<file path="src/include/cfl_pkg.sv">
// Purpose: shared constants and types for the core status flag block
// Assumes: 8-bit core, one core clock, sequencer issues one operation per cycle
// Notes: register offsets index the plain register port, one byte per offset
package cfl_pkg;

  // flag bit positions inside the flag byte
  localparam int unsigned BIT_CARRY = 0;
  localparam int unsigned BIT_ZERO = 1;
  localparam int unsigned BIT_MASK = 2;
  localparam int unsigned BIT_BCD = 3;
  localparam int unsigned BIT_TRAP = 4;
  localparam int unsigned BIT_PAIR = 5;
  localparam int unsigned BIT_RANGE = 6;
  localparam int unsigned BIT_SIGN = 7;

  // flag byte value after reset, interrupts masked
  localparam logic [7:0] FLAG_RST = 8'h04;
  // bits that exist as flip-flops in the live byte (trap bit always 0)
  localparam logic [7:0] FLAG_LIVE_MASK = 8'hEF;

  // register port map
  localparam int unsigned REG_AW = 4;
  localparam logic [REG_AW-1:0] OFS_FLAG = 4'h0;
  localparam logic [REG_AW-1:0] OFS_RESULT = 4'h1;
  localparam logic [REG_AW-1:0] OFS_STACKED = 4'h2;
  localparam logic [REG_AW-1:0] OFS_STATE = 4'h3;
  // fields of the read-only state register
  localparam int unsigned ST_VALID = 0;
  localparam int unsigned ST_BCD = 1;
  localparam int unsigned ST_PAIR = 2;
  localparam int unsigned ST_MASK = 3;

  // reset release depth
  localparam int unsigned RST_SYNC_DEPTH = 2;

  // decimal correction constants
  localparam logic [4:0] BCD_MAX_DIGIT = 5'h09;
  localparam logic [4:0] BCD_ADJUST = 5'h06;

  // operations issued by the instruction sequencer
  typedef enum logic [4:0] {
    OP_NONE = 5'h00,
    OP_ADD_CARRY = 5'h01,
    OP_SUB_BORROW = 5'h02,
    OP_TRANSFER = 5'h03,
    OP_SHIFT_LEFT = 5'h04,
    OP_SHIFT_RIGHT = 5'h05,
    OP_ROTATE_LEFT = 5'h06,
    OP_ROTATE_RIGHT = 5'h07,
    OP_BIT_TEST = 5'h08,
    OP_SET_CARRY = 5'h09,
    OP_CLEAR_CARRY = 5'h0A,
    OP_MASK_IRQ = 5'h0B,
    OP_UNMASK_IRQ = 5'h0C,
    OP_ENTER_BCD = 5'h0D,
    OP_LEAVE_BCD = 5'h0E,
    OP_ENABLE_PAIR = 5'h0F,
    OP_DISABLE_PAIR = 5'h10,
    OP_CLEAR_RANGE = 5'h11,
    OP_PUSH_FLAGS = 5'h12,
    OP_PULL_FLAGS = 5'h13,
    OP_SOFT_TRAP = 5'h14,
    OP_IRQ_ENTRY = 5'h15
  } cfl_op_t;

  // flags a conditional branch can test
  typedef enum logic [1:0] {
    COND_CARRY = 2'h0,
    COND_ZERO = 2'h1,
    COND_RANGE = 2'h2,
    COND_SIGN = 2'h3
  } cfl_cond_sel_t;

  // one operation request from the sequencer
  typedef struct packed {
    cfl_op_t op;
    logic [7:0] acc; // accumulator or first operand
    logic [7:0] mem; // memory operand or pulled flag byte
  } cfl_op_req_t;

  // one branch test request
  typedef struct packed {
    cfl_cond_sel_t sel;
    logic want; // flag value that takes the branch
  } cfl_branch_t;

endpackage

</file>
<file path="src/logic/cfl_arith.sv">
// Purpose: 8-bit add with carry and subtract with borrow, binary or decimal
// Assumes: carry input follows the no-borrow convention for subtraction
// Notes: overflow is the binary figure even in decimal mode
module cfl_arith (
  input wire logic [7:0] a_in,
  input wire logic [7:0] b_in,
  input wire logic carry_in,
  input wire logic sub_in,
  input wire logic bcd_in,
  output logic [7:0] sum_out,
  output logic carry_out,
  output logic range_out
);

  logic [7:0] b_eff;
  logic [8:0] bin_sum;
  logic [4:0] lo;
  logic [4:0] hi;
  logic lo_c;

  // binary path, subtraction adds the inverted operand
  assign b_eff = sub_in ? ~b_in : b_in;
  assign bin_sum = {1'b0, a_in} + {1'b0, b_eff} + {8'h00, carry_in};

  // decimal correction per nibble
  always_comb begin
    lo = 5'h00;
    hi = 5'h00;
    lo_c = 1'b0;
    sum_out = bin_sum[7:0];
    carry_out = bin_sum[8];
    if (bcd_in && !sub_in) begin
      lo = {1'b0, a_in[3:0]} + {1'b0, b_in[3:0]} + {4'h0, carry_in};
      lo_c = (lo > cfl_pkg::BCD_MAX_DIGIT);
      if (lo_c) begin
        lo = lo + cfl_pkg::BCD_ADJUST;
      end
      hi = {1'b0, a_in[7:4]} + {1'b0, b_in[7:4]} + {4'h0, lo_c};
      carry_out = (hi > cfl_pkg::BCD_MAX_DIGIT);
      if (carry_out) begin
        hi = hi + cfl_pkg::BCD_ADJUST;
      end
      sum_out = {hi[3:0], lo[3:0]};
    end else if (bcd_in) begin
      lo = {1'b0, a_in[3:0]} - {1'b0, b_in[3:0]} - {4'h0, ~carry_in};
      lo_c = lo[4]; // nibble borrow
      if (lo_c) begin
        lo = lo - cfl_pkg::BCD_ADJUST;
      end
      hi = {1'b0, a_in[7:4]} - {1'b0, b_in[7:4]} - {4'h0, lo_c};
      carry_out = ~hi[4];
      if (hi[4]) begin
        hi = hi - cfl_pkg::BCD_ADJUST;
      end
      sum_out = {hi[3:0], lo[3:0]};
    end
  end

  // signed result left the range +127 .. -128
  assign range_out = (a_in[7] == b_eff[7]) && (bin_sum[7] != a_in[7]);

endmodule

</file>
<file path="src/logic/cfl_status_flags.sv">
// Purpose: processor flag byte of the 8-bit core with its result and mode flags
// Assumes: sequencer drives one request per cycle; register port has no wait states
// Notes: a sequencer update and a software write in one cycle, the sequencer wins on the bits its op sets; result ops and pull drop the write
//   zero, overflow and negative still update in decimal mode, flagged not valid
//   the trap bit is never a flip-flop in the live byte, only in stacked copies
//
// Contract
// - Eight-bit flag byte: four result flags, three operating-mode flags, one trap bit.
// - Branches can test carry, zero, overflow or negative flag.
// - Zero, overflow and negative are marked not valid in decimal mode.
// - Carry takes arithmetic carry or borrow; shifts and rotates update it.
// - Zero flag set on zero arithmetic or transfer result, else cleared.
// - Mask flag at 1 blocks all interrupts except the software trap.
// - Decimal flag selects decimal arithmetic with automatic correction.
// - Only add-with-carry and subtract-with-borrow use decimal mode.
// - Trap bit reads 0 live; stacked byte of a trap carries 1.
// - Pair flag selects accumulator-memory or memory-memory operation.
// - Overflow set when signed byte add or subtract leaves +127..-128.
// - Bit test copies memory bit 6 into the overflow flag.
// - Negative flag set on negative arithmetic or transfer result.
// - Bit test copies memory bit 7 into the negative flag.
// - Set and clear ops for carry, mask, decimal, pair; clear-only overflow.
module cfl_status_flags (
  input wire logic CORE_CLK_IN,
  input wire logic RSTN_IN,
  input wire logic OP_VALID_IN,
  input wire cfl_pkg::cfl_op_req_t OP_REQ_IN,
  input wire cfl_pkg::cfl_branch_t BRANCH_IN,
  input wire logic IRQ_PEND_IN,
  input wire logic [cfl_pkg::REG_AW-1:0] REG_ADDR_IN,
  input wire logic [7:0] REG_WDATA_IN,
  input wire logic REG_WR_IN,
  input wire logic REG_RD_IN,
  output logic [7:0] REG_RDATA_OUT,
  output logic [7:0] FLAGS_OUT,
  output logic [7:0] RESULT_OUT,
  output logic [7:0] STACKED_OUT,
  output logic BRANCH_TAKEN_OUT,
  output logic IRQ_ACCEPT_OUT,
  output logic BCD_MODE_OUT,
  output logic PAIR_MODE_OUT,
  output logic FLAGS_VALID_OUT
);

  // reset release chain, asserted at once, released after two edges
  logic [cfl_pkg::RST_SYNC_DEPTH-1:0] rst_sync_reg;
  logic [cfl_pkg::RST_SYNC_DEPTH-1:0] rst_sync_next;
  logic rstn;

  // shift a one in at the bottom, only the top flop is read outside the chain
  always_comb begin
    rst_sync_next = {rst_sync_reg[cfl_pkg::RST_SYNC_DEPTH-2:0], 1'b1};
  end

  // chain flops clear at once so the core never runs on a half-released reset
  always_ff @(posedge CORE_CLK_IN or negedge RSTN_IN) begin
    if (!RSTN_IN) begin
      rst_sync_reg <= '0;
    end else begin
      rst_sync_reg <= rst_sync_next;
    end
  end

  assign rstn = rst_sync_reg[cfl_pkg::RST_SYNC_DEPTH-1];

  // live flag byte with trap bit forced low
  function automatic logic [7:0] live_byte(input logic [7:0] v);
    live_byte = v & cfl_pkg::FLAG_LIVE_MASK;
  endfunction

  // zero and negative from an 8-bit result
  function automatic logic [7:0] zn_update(input logic [7:0] f, input logic [7:0] r);
    logic [7:0] t;
    t = f;
    t[cfl_pkg::BIT_ZERO] = (r == 8'h00);
    t[cfl_pkg::BIT_SIGN] = r[7];
    zn_update = t;
  endfunction

  // shifted or rotated accumulator; rotates pull the old carry into the free end
  function automatic logic [7:0] shift_res(input cfl_pkg::cfl_op_t op, input logic [7:0] v,
                                           input logic c);
    logic [7:0] t;
    t = v;
    case (op)
      cfl_pkg::OP_SHIFT_LEFT: begin
        t = {v[6:0], 1'b0};
      end
      cfl_pkg::OP_SHIFT_RIGHT: begin
        t = {1'b0, v[7:1]};
      end
      cfl_pkg::OP_ROTATE_LEFT: begin
        t = {v[6:0], c};
      end
      cfl_pkg::OP_ROTATE_RIGHT: begin
        t = {c, v[7:1]};
      end
      default: begin
        t = v;
      end
    endcase
    shift_res = t;
  endfunction

  // bit that leaves the byte on a shift or rotate, taken into carry
  function automatic logic shift_out(input cfl_pkg::cfl_op_t op, input logic [7:0] v);
    logic b;
    b = v[0];
    if ((op == cfl_pkg::OP_SHIFT_LEFT) || (op == cfl_pkg::OP_ROTATE_LEFT)) begin
      b = v[7];
    end
    shift_out = b;
  endfunction

  // read-only state byte: validity and the three mode flags
  function automatic logic [7:0] state_byte(input logic [7:0] f);
    logic [7:0] t;
    t = 8'h00;
    t[cfl_pkg::ST_VALID] = ~f[cfl_pkg::BIT_BCD];
    t[cfl_pkg::ST_BCD] = f[cfl_pkg::BIT_BCD];
    t[cfl_pkg::ST_PAIR] = f[cfl_pkg::BIT_PAIR];
    t[cfl_pkg::ST_MASK] = f[cfl_pkg::BIT_MASK];
    state_byte = t;
  endfunction

  // registered flag byte, result, stacked copy and read data with next values
  logic [7:0] flag_reg;
  logic [7:0] flag_next;
  logic [7:0] result_reg;
  logic [7:0] result_next;
  logic [7:0] stacked_reg;
  logic [7:0] stacked_next;
  logic [7:0] rdata_reg;
  logic [7:0] rdata_next;

  // adder and shifter taps
  logic is_arith;
  logic [7:0] ar_sum;
  logic ar_carry;
  logic ar_range;
  logic [7:0] sh_res;
  logic sh_carry;

  // decimal applies only to the two carry-chain arithmetic ops
  assign is_arith = OP_VALID_IN && ((OP_REQ_IN.op == cfl_pkg::OP_ADD_CARRY) ||
                                    (OP_REQ_IN.op == cfl_pkg::OP_SUB_BORROW));

  // shift and rotate result and outgoing bit, shared by the four shift ops
  assign sh_res = shift_res(OP_REQ_IN.op, OP_REQ_IN.acc, flag_reg[cfl_pkg::BIT_CARRY]);
  assign sh_carry = shift_out(OP_REQ_IN.op, OP_REQ_IN.acc);

  // adder with decimal correction
  cfl_arith u_arith (
    .a_in(OP_REQ_IN.acc),
    .b_in(OP_REQ_IN.mem),
    .carry_in(flag_reg[cfl_pkg::BIT_CARRY]),
    .sub_in(OP_REQ_IN.op == cfl_pkg::OP_SUB_BORROW),
    .bcd_in(is_arith && flag_reg[cfl_pkg::BIT_BCD]),
    .sum_out(ar_sum),
    .carry_out(ar_carry),
    .range_out(ar_range)
  );

  // next flag byte, result and stacked copy
  always_comb begin
    flag_next = flag_reg;
    result_next = result_reg;
    stacked_next = stacked_reg;
    // software write; result ops and pull override it in the same cycle, other ops only on the bits they set
    if (REG_WR_IN && (REG_ADDR_IN == cfl_pkg::OFS_FLAG)) begin
      flag_next = live_byte(REG_WDATA_IN);
    end
    if (OP_VALID_IN) begin
      case (OP_REQ_IN.op)
        cfl_pkg::OP_ADD_CARRY, cfl_pkg::OP_SUB_BORROW: begin
          result_next = ar_sum;
          flag_next = zn_update(flag_reg, ar_sum);
          flag_next[cfl_pkg::BIT_CARRY] = ar_carry;
          flag_next[cfl_pkg::BIT_RANGE] = ar_range;
        end
        cfl_pkg::OP_TRANSFER: begin
          result_next = OP_REQ_IN.mem;
          flag_next = zn_update(flag_reg, OP_REQ_IN.mem);
        end
        cfl_pkg::OP_SHIFT_LEFT, cfl_pkg::OP_SHIFT_RIGHT,
        cfl_pkg::OP_ROTATE_LEFT, cfl_pkg::OP_ROTATE_RIGHT: begin
          result_next = sh_res;
          flag_next = zn_update(flag_reg, sh_res);
          flag_next[cfl_pkg::BIT_CARRY] = sh_carry;
        end
        cfl_pkg::OP_BIT_TEST: begin
          // zero reflects the masked pair, sign and range copy the memory byte
          flag_next[cfl_pkg::BIT_ZERO] = ((OP_REQ_IN.acc & OP_REQ_IN.mem) == 8'h00);
          flag_next[cfl_pkg::BIT_RANGE] = OP_REQ_IN.mem[6];
          flag_next[cfl_pkg::BIT_SIGN] = OP_REQ_IN.mem[7];
        end
        // dedicated set and clear ops; zero, trap and sign have none
        cfl_pkg::OP_SET_CARRY: begin
          flag_next[cfl_pkg::BIT_CARRY] = 1'b1;
        end
        cfl_pkg::OP_CLEAR_CARRY: begin
          flag_next[cfl_pkg::BIT_CARRY] = 1'b0;
        end
        cfl_pkg::OP_MASK_IRQ: begin
          flag_next[cfl_pkg::BIT_MASK] = 1'b1;
        end
        cfl_pkg::OP_UNMASK_IRQ: begin
          flag_next[cfl_pkg::BIT_MASK] = 1'b0;
        end
        cfl_pkg::OP_ENTER_BCD: begin
          flag_next[cfl_pkg::BIT_BCD] = 1'b1;
        end
        cfl_pkg::OP_LEAVE_BCD: begin
          flag_next[cfl_pkg::BIT_BCD] = 1'b0;
        end
        cfl_pkg::OP_ENABLE_PAIR: begin
          flag_next[cfl_pkg::BIT_PAIR] = 1'b1;
        end
        cfl_pkg::OP_DISABLE_PAIR: begin
          flag_next[cfl_pkg::BIT_PAIR] = 1'b0;
        end
        cfl_pkg::OP_CLEAR_RANGE: begin
          flag_next[cfl_pkg::BIT_RANGE] = 1'b0;
        end
        cfl_pkg::OP_PUSH_FLAGS: begin
          stacked_next = live_byte(flag_reg);
        end
        cfl_pkg::OP_PULL_FLAGS: begin
          flag_next = live_byte(OP_REQ_IN.mem);
        end
        cfl_pkg::OP_SOFT_TRAP: begin
          // stacked copy marks the trap; entry masks further interrupts
          stacked_next = live_byte(flag_reg) | (8'h01 << cfl_pkg::BIT_TRAP);
          flag_next[cfl_pkg::BIT_MASK] = 1'b1;
        end
        cfl_pkg::OP_IRQ_ENTRY: begin
          stacked_next = live_byte(flag_reg);
          flag_next[cfl_pkg::BIT_MASK] = 1'b1;
        end
        default: begin
          stacked_next = stacked_reg; // unknown codes change nothing
        end
      endcase
    end
  end

  // flag byte, result and stacked copy registers
  always_ff @(posedge CORE_CLK_IN or negedge rstn) begin
    if (!rstn) begin
      flag_reg <= cfl_pkg::FLAG_RST;
      result_reg <= 8'h00;
      stacked_reg <= 8'h00;
    end else begin
      flag_reg <= flag_next;
      result_reg <= result_next;
      stacked_reg <= stacked_next;
    end
  end

  // register read mux, answer stands in the following cycle only
  always_comb begin
    rdata_next = 8'h00;
    if (REG_RD_IN) begin
      case (REG_ADDR_IN)
        cfl_pkg::OFS_FLAG: rdata_next = live_byte(flag_reg);
        cfl_pkg::OFS_RESULT: rdata_next = result_reg;
        cfl_pkg::OFS_STACKED: rdata_next = stacked_reg;
        cfl_pkg::OFS_STATE: rdata_next = state_byte(flag_reg);
        default: rdata_next = 8'h00;
      endcase
    end
  end

  // read data register
  always_ff @(posedge CORE_CLK_IN or negedge rstn) begin
    if (!rstn) begin
      rdata_reg <= 8'h00;
    end else begin
      rdata_reg <= rdata_next;
    end
  end

  // flag picked by the branch selector
  logic branch_flag;

  // branch test on one of the four result flags
  always_comb begin
    case (BRANCH_IN.sel)
      cfl_pkg::COND_CARRY: branch_flag = flag_reg[cfl_pkg::BIT_CARRY];
      cfl_pkg::COND_ZERO: branch_flag = flag_reg[cfl_pkg::BIT_ZERO];
      cfl_pkg::COND_RANGE: branch_flag = flag_reg[cfl_pkg::BIT_RANGE];
      cfl_pkg::COND_SIGN: branch_flag = flag_reg[cfl_pkg::BIT_SIGN];
      default: branch_flag = 1'b0;
    endcase
  end

  // handshake outputs, combinational from the live flags
  assign BRANCH_TAKEN_OUT = (branch_flag == BRANCH_IN.want);
  assign IRQ_ACCEPT_OUT = IRQ_PEND_IN && !flag_reg[cfl_pkg::BIT_MASK];

  // data outputs straight from flip-flops
  assign REG_RDATA_OUT = rdata_reg;
  assign FLAGS_OUT = flag_reg;
  assign RESULT_OUT = result_reg;
  assign STACKED_OUT = stacked_reg;
  assign BCD_MODE_OUT = flag_reg[cfl_pkg::BIT_BCD];
  assign PAIR_MODE_OUT = flag_reg[cfl_pkg::BIT_PAIR];
  assign FLAGS_VALID_OUT = ~flag_reg[cfl_pkg::BIT_BCD];

endmodule

</file>
<file path="config.mk">
export PLATFORM = sky130hd
export DESIGN_NAME = cfl_status_flags
export DESIGN_NICKNAME = d
export VERILOG_FILES = /design/src/include/cfl_pkg.sv /design/src/logic/cfl_arith.sv /design/src/logic/cfl_status_flags.sv
export SDC_FILE = /design/constraint.sdc
export NUM_CORES = 1
export LEC_CHECK = 0
export BUFFER_PORTS_ARGS = -buffer_cell sky130_fd_sc_hd__buf_2
export CAP_MARGIN = 20
export CORE_MARGIN = 1
export CORE_UTILIZATION = 40
export DETAILED_ROUTE_END_ITERATION = 12
export SLEW_MARGIN = 20
export SYNTH_ARGS = -nofsm -noshare
export SYNTH_HDL_FRONTEND = slang
export SYNTH_HIERARCHICAL = 1
export SYNTH_SLANG_ARGS = --single-unit
</file>
<file path="constraint.sdc">
create_clock -name CORE_CLK_IN -period 1.49 [get_ports CORE_CLK_IN]
set_input_delay 0.0745 -clock CORE_CLK_IN [delete_from_list [all_inputs] [get_ports CORE_CLK_IN]]
set_output_delay 0.0745 -clock CORE_CLK_IN [all_outputs]
set_load 0.02 [all_outputs]
</file>
## Word-level counts from Yosys, hierarchy flattened

Cells that the tools add are included.

| storage, ports and cells | value |
|---|---|
| bits in registers | 34 |
| input port bits | 42 |
| word-level logic and storage cells | 116 |

| cells by class | value |
|---|---|
| add/sub/neg operators | 14 |
| order comparisons | 2 |
| eq/ne operators | 33 |
| multiplexer cells | 26 |
| bitwise logic cells | 5 |
| reductions and logical operators | 28 |

Operator list:

| operator | count |
|---|---|
| case mux 8 bit (4 select lines) | 2 |
| 2-to-1 mux 8 bit | 6 |
| == test 5 x 4 -> 1 bit, second input constant | 8 |
| logical NOT 8 bit | 4 |
| == test 5 bit, second input constant | 6 |
| case mux 8 bit (3 select lines) | 1 |
| == test 5 x 3 -> 1 bit, second input constant | 4 |
| case mux 1 bit (4 select lines) | 5 |
| 2-to-1 mux 4 bit | 4 |
| case mux 8 bit (2 select lines) | 1 |
| adder 4 x 4 -> 5 bit | 2 |
| adder 5 x 1 -> 5 bit | 2 |
| == test 5 x 2 -> 1 bit, second input constant | 2 |
| greater-than comparator 5 x 4 -> 1 bit, second input constant | 2 |
| subtractor 4 x 4 -> 5 bit | 2 |
| subtractor 5 x 1 -> 5 bit | 2 |
| adder 8 x 8 -> 9 bit | 1 |
| adder 9 x 1 -> 9 bit | 1 |
| adder 4 x 3 -> 4 bit, second input constant | 2 |
| bitwise AND 8 bit | 1 |
| == test 4 x 2 -> 1 bit, second input constant | 2 |
| NOT 8 bit | 1 |
| subtractor 4 x 3 -> 4 bit, second input constant | 2 |
| OR reduction 7 bit | 1 |
| 25 further kinds | 44 |

## Logic depth before layout (Yosys ltp)

Gate-level depths: netlist of the first run.

| logic depth | value |
|---|---|
| depth after elaboration | 10 |
| mapped depth | 23 |

## Cells and area by module

Netlist of the first run, hierarchy kept.

Modules (own cells, without submodules):

| module | times used | cells each | area an instance (sq um) | sequential area each (sq um) |
|---|---|---|---|---|
| cfl_status_flags | 1 | 283 | 2373.5 | 852.1 |
| cfl_arith | 1 | 193 | 1530.2 | 0.0 |

## Worst setup path before layout of the first run

Ideal clock, no wire load.

| timing path | value |
|---|---|
| path kind | flip-flop to flip-flop |
| start | register flag_reg[0] (netlist: FLAGS_OUT[0]) |
| end | register flag_reg[1] (netlist: FLAGS_OUT[1]) |
| setup time | 125 ps |
| data arrival time | 4421 ps |
| setup slack | -3056 ps |
| cell stages (with the launch flop) | 23 |
| path buffers | 0 |
| cells stage by stage | dfrtp_1 inv_1 fa_1 inv_1 fa_1 inv_1 ha_1 a21oi_2 a21oi_4 fa_1 inv_1 fa_1 xnor2_1 inv_1 ha_1 a21o_1 o21a_1 o211ai_1 o2bb2ai_1 nor4_1 a31oi_1 nand3_1 mux2_4 |

| on the way | value |
|---|---|
| longest elaborated chain between the ends | 10 |
| elaborated cells on any way between the ends | 23 |

RTL lines:

| what | line | text |
|---|---|---|
| start: declaration | cfl_status_flags.sv:127 | `logic [7:0] flag_reg;` |
| start signal: assignment | cfl_status_flags.sv:250 | `flag_reg <= cfl_pkg::FLAG_RST;` |
| start signal: assignment | cfl_status_flags.sv:254 | `flag_reg <= flag_next;` |
| branches (longest 6 deep; another with adder 5 x 1 -> 5 bit) | -- |  |
| 2-to-1 mux 8 bit (*) | cfl_arith.sv:32 | `if (bcd_in && !sub_in) begin` |
| net ar_sum[6] | cfl_status_flags.sv:138 | `logic [7:0] ar_sum;` |
| logical NOT 8 bit (*) | cfl_status_flags.sv:75 | `t[cfl_pkg::BIT_ZERO] = (r == 8'h00);` |
| case mux 1 bit (5 select lines) (*) | cfl_status_flags.sv:174 | `case (OP_REQ_IN.op)` |
| 2-to-1 mux 8 bit (*) | cfl_status_flags.sv:173 | `if (OP_VALID_IN) begin` |
| net flag_next[1] | cfl_status_flags.sv:128 | `logic [7:0] flag_next;` |

Mark *: on every way through the listed nets, which the timed path passes.
A chain may end at the register's enable or synchronous reset.

## Worst setup path in the final report of the first run

Ends and elaborated chain as after synthesis.

==> run metrics, run 1 <==
DRC 0; final wirelength 13.2 mm; Ant. Diodes 0; total track usage 26.7%; pre-CTS WS -2.94 ns; DP HPWL 10.3 mm; setup violators final 13; Max Fclk 229 MHz; initial core utilization 41.9%; Clock Tree Buf Depth 2; Synth Net Count 558; Worst slew margin 43.7%; Final #Nets 737; Worst Path Arrival 4.55 ns; post-layout min period 4.37 ns; Root Driver clkbuf_8; share of the synthesized area in the top cell type 21.2%; post-layout util 61.7%; area grow syn2layout 47.4%; Largest stage delay, worst path 0.45 ns; Setup CP Type reg2reg; CTS tree done; slowest CP cell fa_2; vias in the first global route 4235; failing checks setup timing; Power Density 936 nW/µm²; part of the Yosys area used for sequential elements 21.8%; synthesized area 3900 µm²; top cells by area, synth dfrtp_1 (21%), ha_1 (9.6%), mux2i_1 (5.4%); Top FF cell, synth dfrtp_1; Worst VDD drop 460 µV; crit-path max FO 4; via count 4293; Post-synth EDFFs 0; first-pass GRT wire length 21.1 mm; Bufs and invs on worst path 5; Synth Area per Inst 8.20 µm²; final hold vios 0; vias per inst 5.47; Gate Count Post-Synth 476; Period Utilization, post-route 293%; number of port buffers 77; pin count of the biggest net entering global routing 33; CTS clk-pin slew, worst paths 0.08 ns; Worst Skew 0.0117 ns; FF-to-FF End FLAGS_OUT[1]$_DFF_PN0_; GPL Wtd Cong 0.907; Routed Antenna Nets 0; crit path launch type flop; total gr overflow 0; HP Start REG_RD_IN; router iterations before antenna repair 6; clk sink count 34; Synth Warn # 6; layout cells sized above 1 43.6%; Hold WS 0.0492 ns; Core Footprint 9330 µm²; Rows 35; Die Wd 101 µm; ys async rst share 100%; r2r worst-path depth 23; outcome complete, but fails checks; Leak 2.77 nW; top cells by count, synth nor2_1 (45), inv_1 (41), nand2_1 (37), dfrtp_1 (33), o21ai_0 (33); initial antenna violation count 0; most frequent cell after synthesis nor2_1; area leader, netlist dfrtp_1; maxcap violations 0; CP startpoint FLAGS_OUT[0]$_DFFE_PN0P_; critical path data required time 1.67 ns; worst hold stages 2; Synth cell types 62; Hold Crit Class in2reg; unrepaired setup endpoints after global routing true; r2r startpoint FLAGS_OUT[0]$_DFFE_PN0P_; Hold EP REG_RDATA_OUT[3]$_DFF_PN0_; critical-path cell list inv_2, fa_2, inv_2, fa_2, inv_4, ha_2, nand2_2, a21oi_4, a21oi_4, fa_2, inv_2, fa_2, xnor2_2, inv_2, ha_4, a21o_1, o21a_4, o211ai_1, o2bb2ai_2, nor4_2, a31oi_1, nand3_1, mux2_4; I/O pin count 79; overall power 0.00539 W; R2R Setup Slk -2.88 ns; worst skew pair latency 0.29 ns; DIE AREA 10200 µm²; WL per Instance 16.9 µm; worst setup margin -2.88 ns; Die H 101 µm; Slew @ Worst Pin 0.824 ns; flops & latches, synth 34; H-tree Lvls 2; Final Max Slew Viols 0; Critical Path Sink Type flop; total CTS buffers 5; Iter 0 DRT Violations 251; CP top delay family adder cells
-- through the flow --
step	cell area, µm²	instances	setup TNS, ns
after CTS	5630	785	-24.72
after global placement	5260	768	-24.34
after detailed placement	5260	768	-25.83
after global routing	5760	785	-26.32
after floorplan	4010	476	-21.84
final	5760	785	-24.65
-- placed cells by master (no fill, tap or decap), types with 4 or more instances in the layout --
cell type  instances
buf_4            112
buf_2             76
o21ai_1           12
fa_2               6
dfrtp_1           32
ha_4               4
o22ai_1            8
a21oi_2            6
a221oi_2           6
fa_1               4
xnor2_2            8
nand2b_1          11
nand2_1           36
nor2_1            41
inv_2              7
o21ai_0           21
nor2b_1            7
a21oi_1           18
and3_1             4
clkbuf_8           6
xor2_1            14
xnor2_1           10
mux2i_1           21
o211ai_1           4
mux2_2             4
a31oi_1            4
nor3_1             7
nand3_1            7
inv_1             33
ha_1              24
nor4_1             9
buf_6              4
-- metal layers --
layer | global-route usage (%) | vias up | part of all wire (%)
met2 | 46.5 | 137 | 50
met3 | 2.98 | 13 | 4.2
met4 | 5.35 | 0 | 1.1
met1 | 35.8 | 2080 | 45
li1 | - | 2063 | -
met5 | 0 | - | 0
-- area by class of cell --
class,count,area (µm²)
Tap cell,129,161
Clock buffer,7,86.3
Inverter,41,156
Fill cell,819,3570
Multi-Input combinational cell,378,3180
Sequential cell,34,853
Timing Repair Buffer,195,1310
Clock inverter,1,5.00
-- where the power goes --
group          internal [W]  total (W)  leakage (nW)  switching [W]
combinational       0.00162    0.00340          2.28        0.00178
sequential          0.00111    0.00128         0.436       0.000169
clock              0.000373   0.000713        0.0482       0.000339
total               0.00310    0.00539          2.77        0.00229
-- how the worst max path moves through the flow --
stage                                   endpoint  slack (ns)  cells past startpoint
final                     FLAGS_OUT[1]$_DFF_PN0_       -2.88                     23
after global routing      FLAGS_OUT[1]$_DFF_PN0_       -3.01                     23
after CTS                 FLAGS_OUT[1]$_DFF_PN0_       -2.87                     23
after detailed placement  FLAGS_OUT[1]$_DFF_PN0_       -2.94                     23
after global placement    FLAGS_OUT[1]$_DFF_PN0_       -2.76                     23
after floorplan           FLAGS_OUT[1]$_DFF_PN0_       -2.76                     23
-- cell families after synthesis --
logic type / after synthesis / synth area share (%)
adder cells (fa/ha/maj): 40 / 14.7
AO/OA/AOI/OAI: 127 / 21.7
multiplexers: 30 / 8.65
flip-flops: 34 / 21.8
XOR/XNOR: 34 / 7.63
buffers and inverters: 64 / 7.08
other: 1 / 0.0961
AND/OR/NAND/NOR: 146 / 18.3
-- repair_timing --
item | 4_1_cts | 5_1_grt
endpoints found under the setup margin | 13 | 13
setup buffers | 8 | 0
pin swaps | 36 | 26
hold endpoints to repair | 2 | 0
gates resized for setup | 46 | 23
cloned | 0 | 0
hold buffers | 1 | 0
Power figures use the tool's default switching activity.
==> inputs of run 2 (changes only) <==
--- a/config.mk
+++ b/config.mk
@@ -7,6 +7,7 @@
 export LEC_CHECK = 0
 export BUFFER_PORTS_ARGS = -buffer_cell sky130_fd_sc_hd__buf_2
 export CAP_MARGIN = 20
+export CORE_ASPECT_RATIO = 2
 export CORE_MARGIN = 1
 export CORE_UTILIZATION = 40
 export DETAILED_ROUTE_END_ITERATION = 12
==> run 2 against run 1 <==
  * The flow finishes with violations (DRC, setup timing)
  * Wire length rose by 8.1%
  * Sequential share of layout area is 0.34 points lower
  * Total power increased by 12%
  * Die area rose by 0.24%
  * Sequential power barely moved
  * Highest routed layer unchanged
==> run metrics, run 2 (synthesized netlist as in run 1, its figures left out) <==
CTS tree done; combinational power share 59.0%; Slew @ Worst Pin 0.994 ns; Placed Instances 772; post-layout min period 4.40 ns; commonest non-fill, non-tap cell in the layout buf_4; vias in the first global route 4477; final wirelength 14.3 mm; crit path launch type flop; Worst Path Arrival 4.57 ns; Hold EP REG_RDATA_OUT[3]$_DFF_PN0_; Final #Nets 744; Root Driver clkbuf_16; Power Density 1020 nW/µm²; Worst VDD drop 472 µV; most frequent cells in the layout buf_4 (114), buf_2 (76), nor2_1 (41); clock share of power 19.9%; Period Utilization, post-route 295%; Hold WS 0.0549 ns; Leak 2.82 nW; Die Wd 71.9 µm; area grow syn2layout 50.9%; r2r startpoint FLAGS_OUT[0]$_DFFE_PN0P_; CTS clk-pin slew, worst paths 0.05 ns; Filler cells 834; switching fraction of total power 39.6%; Critical Path Sink Type flop; Core Footprint 9450 µm²; maxcap violations 0; most used cell along the critical path fa_2; unrepaired setup endpoints after global routing true; DRC 1; vias per inst 5.63; via count 4461; Worst slew margin 32.0%; Clock Tree Buf Depth 2; number of port buffers 77; worst setup margin -2.91 ns; setup violators final 13; slowest CP cell fa_2; HP Start REG_RD_IN; first-pass GRT wire length 21.8 mm; pin count of the biggest net entering global routing 33; crit-path max FO 4; clk sink count 34; H-tree Lvls 2; initial core utilization 41.3%; router iterations before antenna repair 9; outcome complete, but fails checks; WL per Instance 18.1 µm; failing checks DRC, setup timing; Largest stage delay, worst path 0.46 ns; overall power 0.00601 W; Hold Crit Class in2reg; critical path data required time 1.65 ns; final hold vios 0; R2R Setup Slk -2.91 ns; Die H 142 µm; layout cells sized above 1 44.1%; I/O pin count 79; Rows 50; total CTS buffers 5; r2r worst-path depth 23; initial antenna violation count 0; Post-Layout Cell Count 792; worst hold stages 2; Iter 0 DRT Violations 337; Setup CP Type reg2reg; fin area 5890 µm²; P_sw 0.00238 W; Ant. Diodes 0; DIE AREA 10200 µm²; FF-to-FF End FLAGS_OUT[1]$_DFF_PN0_; internal power 0.00363 W; worst skew pair latency 0.28 ns; GPL Wtd Cong 1.01; Max Fclk 227 MHz; Worst Skew 0.00423 ns; dpl cell area 5280 µm²; critical-path cell list inv_2, fa_2, inv_2, fa_2, inv_4, ha_2, nand2_2, a21oi_4, a21oi_4, fa_2, inv_2, fa_2, buf_4, nand2b_1, a21oi_2, nor2_2, o21a_1, o32a_1, o21ai_1, nor4_2, a31oi_1, nand3_1, mux2_4; total track usage 28.2%; Final Max Slew Viols 0; total gr overflow 0; Routed Antenna Nets 0; sequential power share 21.1%; DP HPWL 11.2 mm
[run 2: cell types whose count changed in the layout (fill, tap and decap cells not counted), sizes merged]
| cell | previous run | this run |
|---|---|---|
| buf | 194 | 201 |
| bufinv | 0 | 1 |
| clkbuf | 7 | 6 |
| clkinv | 1 | 0 |
[run 2: layer usage]
layer  global-route usage [%]  vias to the layer above  part of all wire [%]
met2                     56.3                      206                    58
met1                     24.2                     2122                    31
met3                     3.13                       71                   3.8
met5                        0                        -                     0
li1                         -                     2062                     -
met4                     20.9                        0                   6.7
[run 2: layout make-up]
type	instances	area (µm²)	area share, %
sequential	34	853	14.5
clock buffer	6	139	2.36
clock inverter	1	30.0	0.510
multi-input combinational	378	3170	53.8
tap	130	163	2.76
timing repair buffer	202	1380	23.5
inverter	41	156	2.65
[run 2: timing repair]
action,in CTS,in global routing
hold buffers,1,0
buffers inserted,9,6
pin swaps,27,34
endpoints found under the setup margin,13,13
endpoints found under the hold margin,2,0
cloned,0,0
resized for setup,42,29
[run 2: worst max path at each step]
stage,startpoint,to,slack [ns]
after floorplan,FLAGS_OUT[0]$_DFFE_PN0P_,FLAGS_OUT[1]$_DFF_PN0_,-2.76
after global placement,FLAGS_OUT[0]$_DFFE_PN0P_,FLAGS_OUT[1]$_DFF_PN0_,-2.80
after detailed placement,FLAGS_OUT[0]$_DFFE_PN0P_,FLAGS_OUT[1]$_DFF_PN0_,-2.91
after CTS,FLAGS_OUT[0]$_DFFE_PN0P_,FLAGS_OUT[1]$_DFF_PN0_,-2.85
after global routing,FLAGS_OUT[0]$_DFFE_PN0P_,FLAGS_OUT[1]$_DFF_PN0_,-3.12
final,FLAGS_OUT[0]$_DFFE_PN0P_,FLAGS_OUT[1]$_DFF_PN0_,-2.91
[run 2: per-stage QoR]
step / setup WS, ns / util [%] / setup TNS, ns
after floorplan: -2.76 / - / -21.84
after detailed placement: -2.91 / 55.9 / -25.11
final: -2.91 / 62.4 / -25.57
after CTS: -2.85 / 60.4 / -24.43
after global routing: -3.12 / 62.4 / -27.33
after global placement: -2.80 / 55.9 / -24.26
[run 2: critical path, delay by kind of cell (launching register included)]
| kind | cells | cell delay, ns |
|---|---|---|
| buffers and inverters | 5 | 0.39 |
| and+or+nand+nor | 5 | 0.38 |
| muxes | 1 | 0.27 |
| adders and majority gates | 5 | 1.61 |
| DFF | 1 | 0.38 |
| AOI/OAI and AO/OA | 7 | 1.25 |
[run 2: power groups by stage]
stage | sequential [W] | combinational [W] | clock (W)
2_1_floorplan | 0.00150 | 0.00151 | 0
3_3_place_gp | 0.00128 | 0.00285 | 0
3_5_place_dp | 0.00128 | 0.00292 | 0
4_1_cts | 0.00127 | 0.00324 | 0.00121
5_1_grt | 0.00129 | 0.00381 | 0.00124
6_report | 0.00127 | 0.00355 | 0.00120
==> inputs of run 3 (changes only) <==
--- a/config.mk
+++ b/config.mk
@@ -11,6 +11,7 @@
 export CORE_MARGIN = 1
 export CORE_UTILIZATION = 40
 export DETAILED_ROUTE_END_ITERATION = 12
+export PLACE_DENSITY_LB_ADDON = 0.1
 export SLEW_MARGIN = 20
 export SYNTH_ARGS = -nofsm -noshare
 export SYNTH_HDL_FRONTEND = slang
==> run 3 against run 2 <==
  * Worst setup slack improved by 0.13 ns
  * Fmax up 3.1%
  * Hold slack better by 0.0022 ns
  * Total power grew 2.8%
  * Via count fell by 0.38%
  * Critical endpoint unchanged
  * The flow finishes with violations (setup timing)
  * Register-to-register slack improved by 0.13 ns
  * Clock skew rose by 0.0024 ns
  * Global-route usage up 2.1 points
==> run metrics, run 3 (synthesized netlist as in run 1, its figures left out) <==
Final Max Slew Viols 0; worst setup margin -2.78 ns; total gr overflow 0; r2r worst-path depth 21; Bufs and invs on worst path 4; total track usage 30.3%; post-layout min period 4.27 ns; critical-path cell list inv_2, fa_2, inv_2, fa_2, xor2_4, and3_4, a21oi_4, a21oi_4, fa_2, inv_2, fa_2, inv_2, ha_4, a21o_1, o21a_1, xnor2_1, a21oi_2, nor4_2, a31oi_1, nand3_1, mux2_4; initial core utilization 41.3%; Hold Crit Class in2reg; Worst Path Arrival 4.43 ns; clk sink count 34; CTS clk-pin slew, worst paths 0.06 ns; instance count on the critical path 21; first-pass GRT wire length 23.1 mm; unrepaired setup endpoints after global routing true; Leak 2.93 nW; WL per Instance 18.3 µm; crit-path max FO 4; CP top delay family adder cells; Clock Tree Buf Depth 2; router iterations before antenna repair 4; Hold WS 0.0571 ns; dpl cell area 5390 µm²; DRC 0; Iter 0 DRT Violations 245; crit path launch type flop; failing checks setup timing; Die Wd 71.9 µm; vias in the first global route 4590; Core Footprint 9450 µm²; DIE AREA 10200 µm²; Worst VDD drop 481 µV; Root Driver clkbuf_16; H-tree Lvls 2; I/O pin count 79; CP endpoint FLAGS_OUT[1]$_DFF_PN0_; total CTS buffers 5; r2r startpoint FLAGS_OUT[0]$_DFFE_PN0P_; CP startpoint FLAGS_OUT[0]$_DFFE_PN0P_; most frequent cells in the layout buf_4 (129), buf_2 (76), nor2_1 (40); Setup CP Type reg2reg; Ant. Diodes 0; number of port buffers 77; Max Fclk 234 MHz; area grow syn2layout 56.2%; Routed Antenna Nets 0; Rows 50; Power Density 1010 nW/µm²; fin area 6100 µm²; pin count of the biggest net entering global routing 33; via count 4444; Filler cells 841; Worst Skew 0.00665 ns; R2R Setup Slk -2.78 ns; setup violators final 13; final hold vios 0; maxcap violations 0; layout cells sized above 1 47.6%; Die H 142 µm; Final #Nets 762; worst skew pair latency 0.28 ns; vias per inst 5.48; DP HPWL 12.1 mm; outcome complete, but fails checks; Largest stage delay, worst path 0.58 ns; Period Utilization, post-route 286%; CTS tree done; commonest non-fill, non-tap cell in the layout buf_4; final wirelength 14.8 mm; slowest CP cell fa_2; GPL Wtd Cong 0.965; critical path data required time 1.66 ns; FF-to-FF End FLAGS_OUT[1]$_DFF_PN0_; initial antenna violation count 0; overall power 0.00618 W; Critical Path Sink Type flop
run 3: where the power goes:
| part | internal (W) | switching [W] |
|---|---|---|
| Sequential | 0.00111 | 0.000156 |
| Clock | 0.000788 | 0.000414 |
| Combinational | 0.00182 | 0.00190 |
run 3: worst reg2reg max path, stage by stage, from the launching register on:
cell and delay [ns]:
dfrtp_2 0.42, inv_2 0.07, fa_2 0.22, inv_2 0.04
fa_2 0.38, xor2_4 0.25, and3_4 0.25, a21oi_4 0.04
a21oi_4 0.13, fa_2 0.22, inv_2 0.04, fa_2 0.58
inv_2 0.06, ha_4 0.16, a21o_1 0.17, o21a_1 0.21
xnor2_1 0.15, a21oi_2 0.18, nor4_2 0.07, a31oi_1 0.17
nand3_1 0.10, mux2_4 0.27
run 3: how the worst min path moves through the flow:
stage                   start                          to  slack, ns  cells after the start
floorplan             RSTN_IN   rst_sync_reg[0]$_DFF_PN0_      -0.22                      0
global placement      RSTN_IN   rst_sync_reg[1]$_DFF_PN0_      -0.14                      1
detailed placement    RSTN_IN   rst_sync_reg[1]$_DFF_PN0_      -0.14                      1
CTS                 REG_RD_IN  REG_RDATA_OUT[3]$_DFF_PN0_       0.06                      2
global route        REG_RD_IN  REG_RDATA_OUT[3]$_DFF_PN0_       0.07                      2
finish              REG_RD_IN  REG_RDATA_OUT[3]$_DFF_PN0_       0.06                      2
run 3: per-stage QoR:
stage | setup TNS, ns | worst slack, ns | instances | util, %
after floorplan | -21.84 | -2.76 | 476 | -
after CTS | -25.38 | -2.82 | 806 | 62.3
after detailed placement | -25.80 | -2.87 | 788 | 57.0
after global placement | -24.87 | -2.75 | 788 | 57.0
after global routing | -27.06 | -2.98 | 811 | 64.5
final | -25.42 | -2.78 | 811 | 64.5
run 3: timing repair:
| item | CTS | global route |
|---|---|---|
| gates resized for setup | 52 | 47 |
| buffers inserted | 11 | 12 |
| setup endpoints to repair | 13 | 13 |
| pin swaps | 31 | 38 |
| endpoints found under the hold margin | 2 | 0 |
| hold buffers | 1 | 0 |
run 3: cell type report:
class	count	area (µm²)	share of cell area, %
Clock inverter	3	45.0	0.739
Tap cell	130	163	2.67
Multi-Input combinational cell	378	3230	52.9
Sequential cell	34	853	14.0
Inverter	41	159	2.61
Clock buffer	5	125	2.05
Timing Repair Buffer	220	1520	25.0
run 3: routing by layer:
| metal | vias up | GRT usage, % | share of wire (%) | wire (µm) |
|---|---|---|---|---|
| met3 | 80 | 2.70 | 3.3 | 484 |
| met4 | 0 | 25.1 | 8.8 | 1310 |
| met1 | 2093 | 26.1 | 31 | 4540 |
| met5 | - | 0 | 0 | 0 |
| li1 | 2104 | - | - | - |
| met2 | 167 | 59.5 | 57 | 8490 |
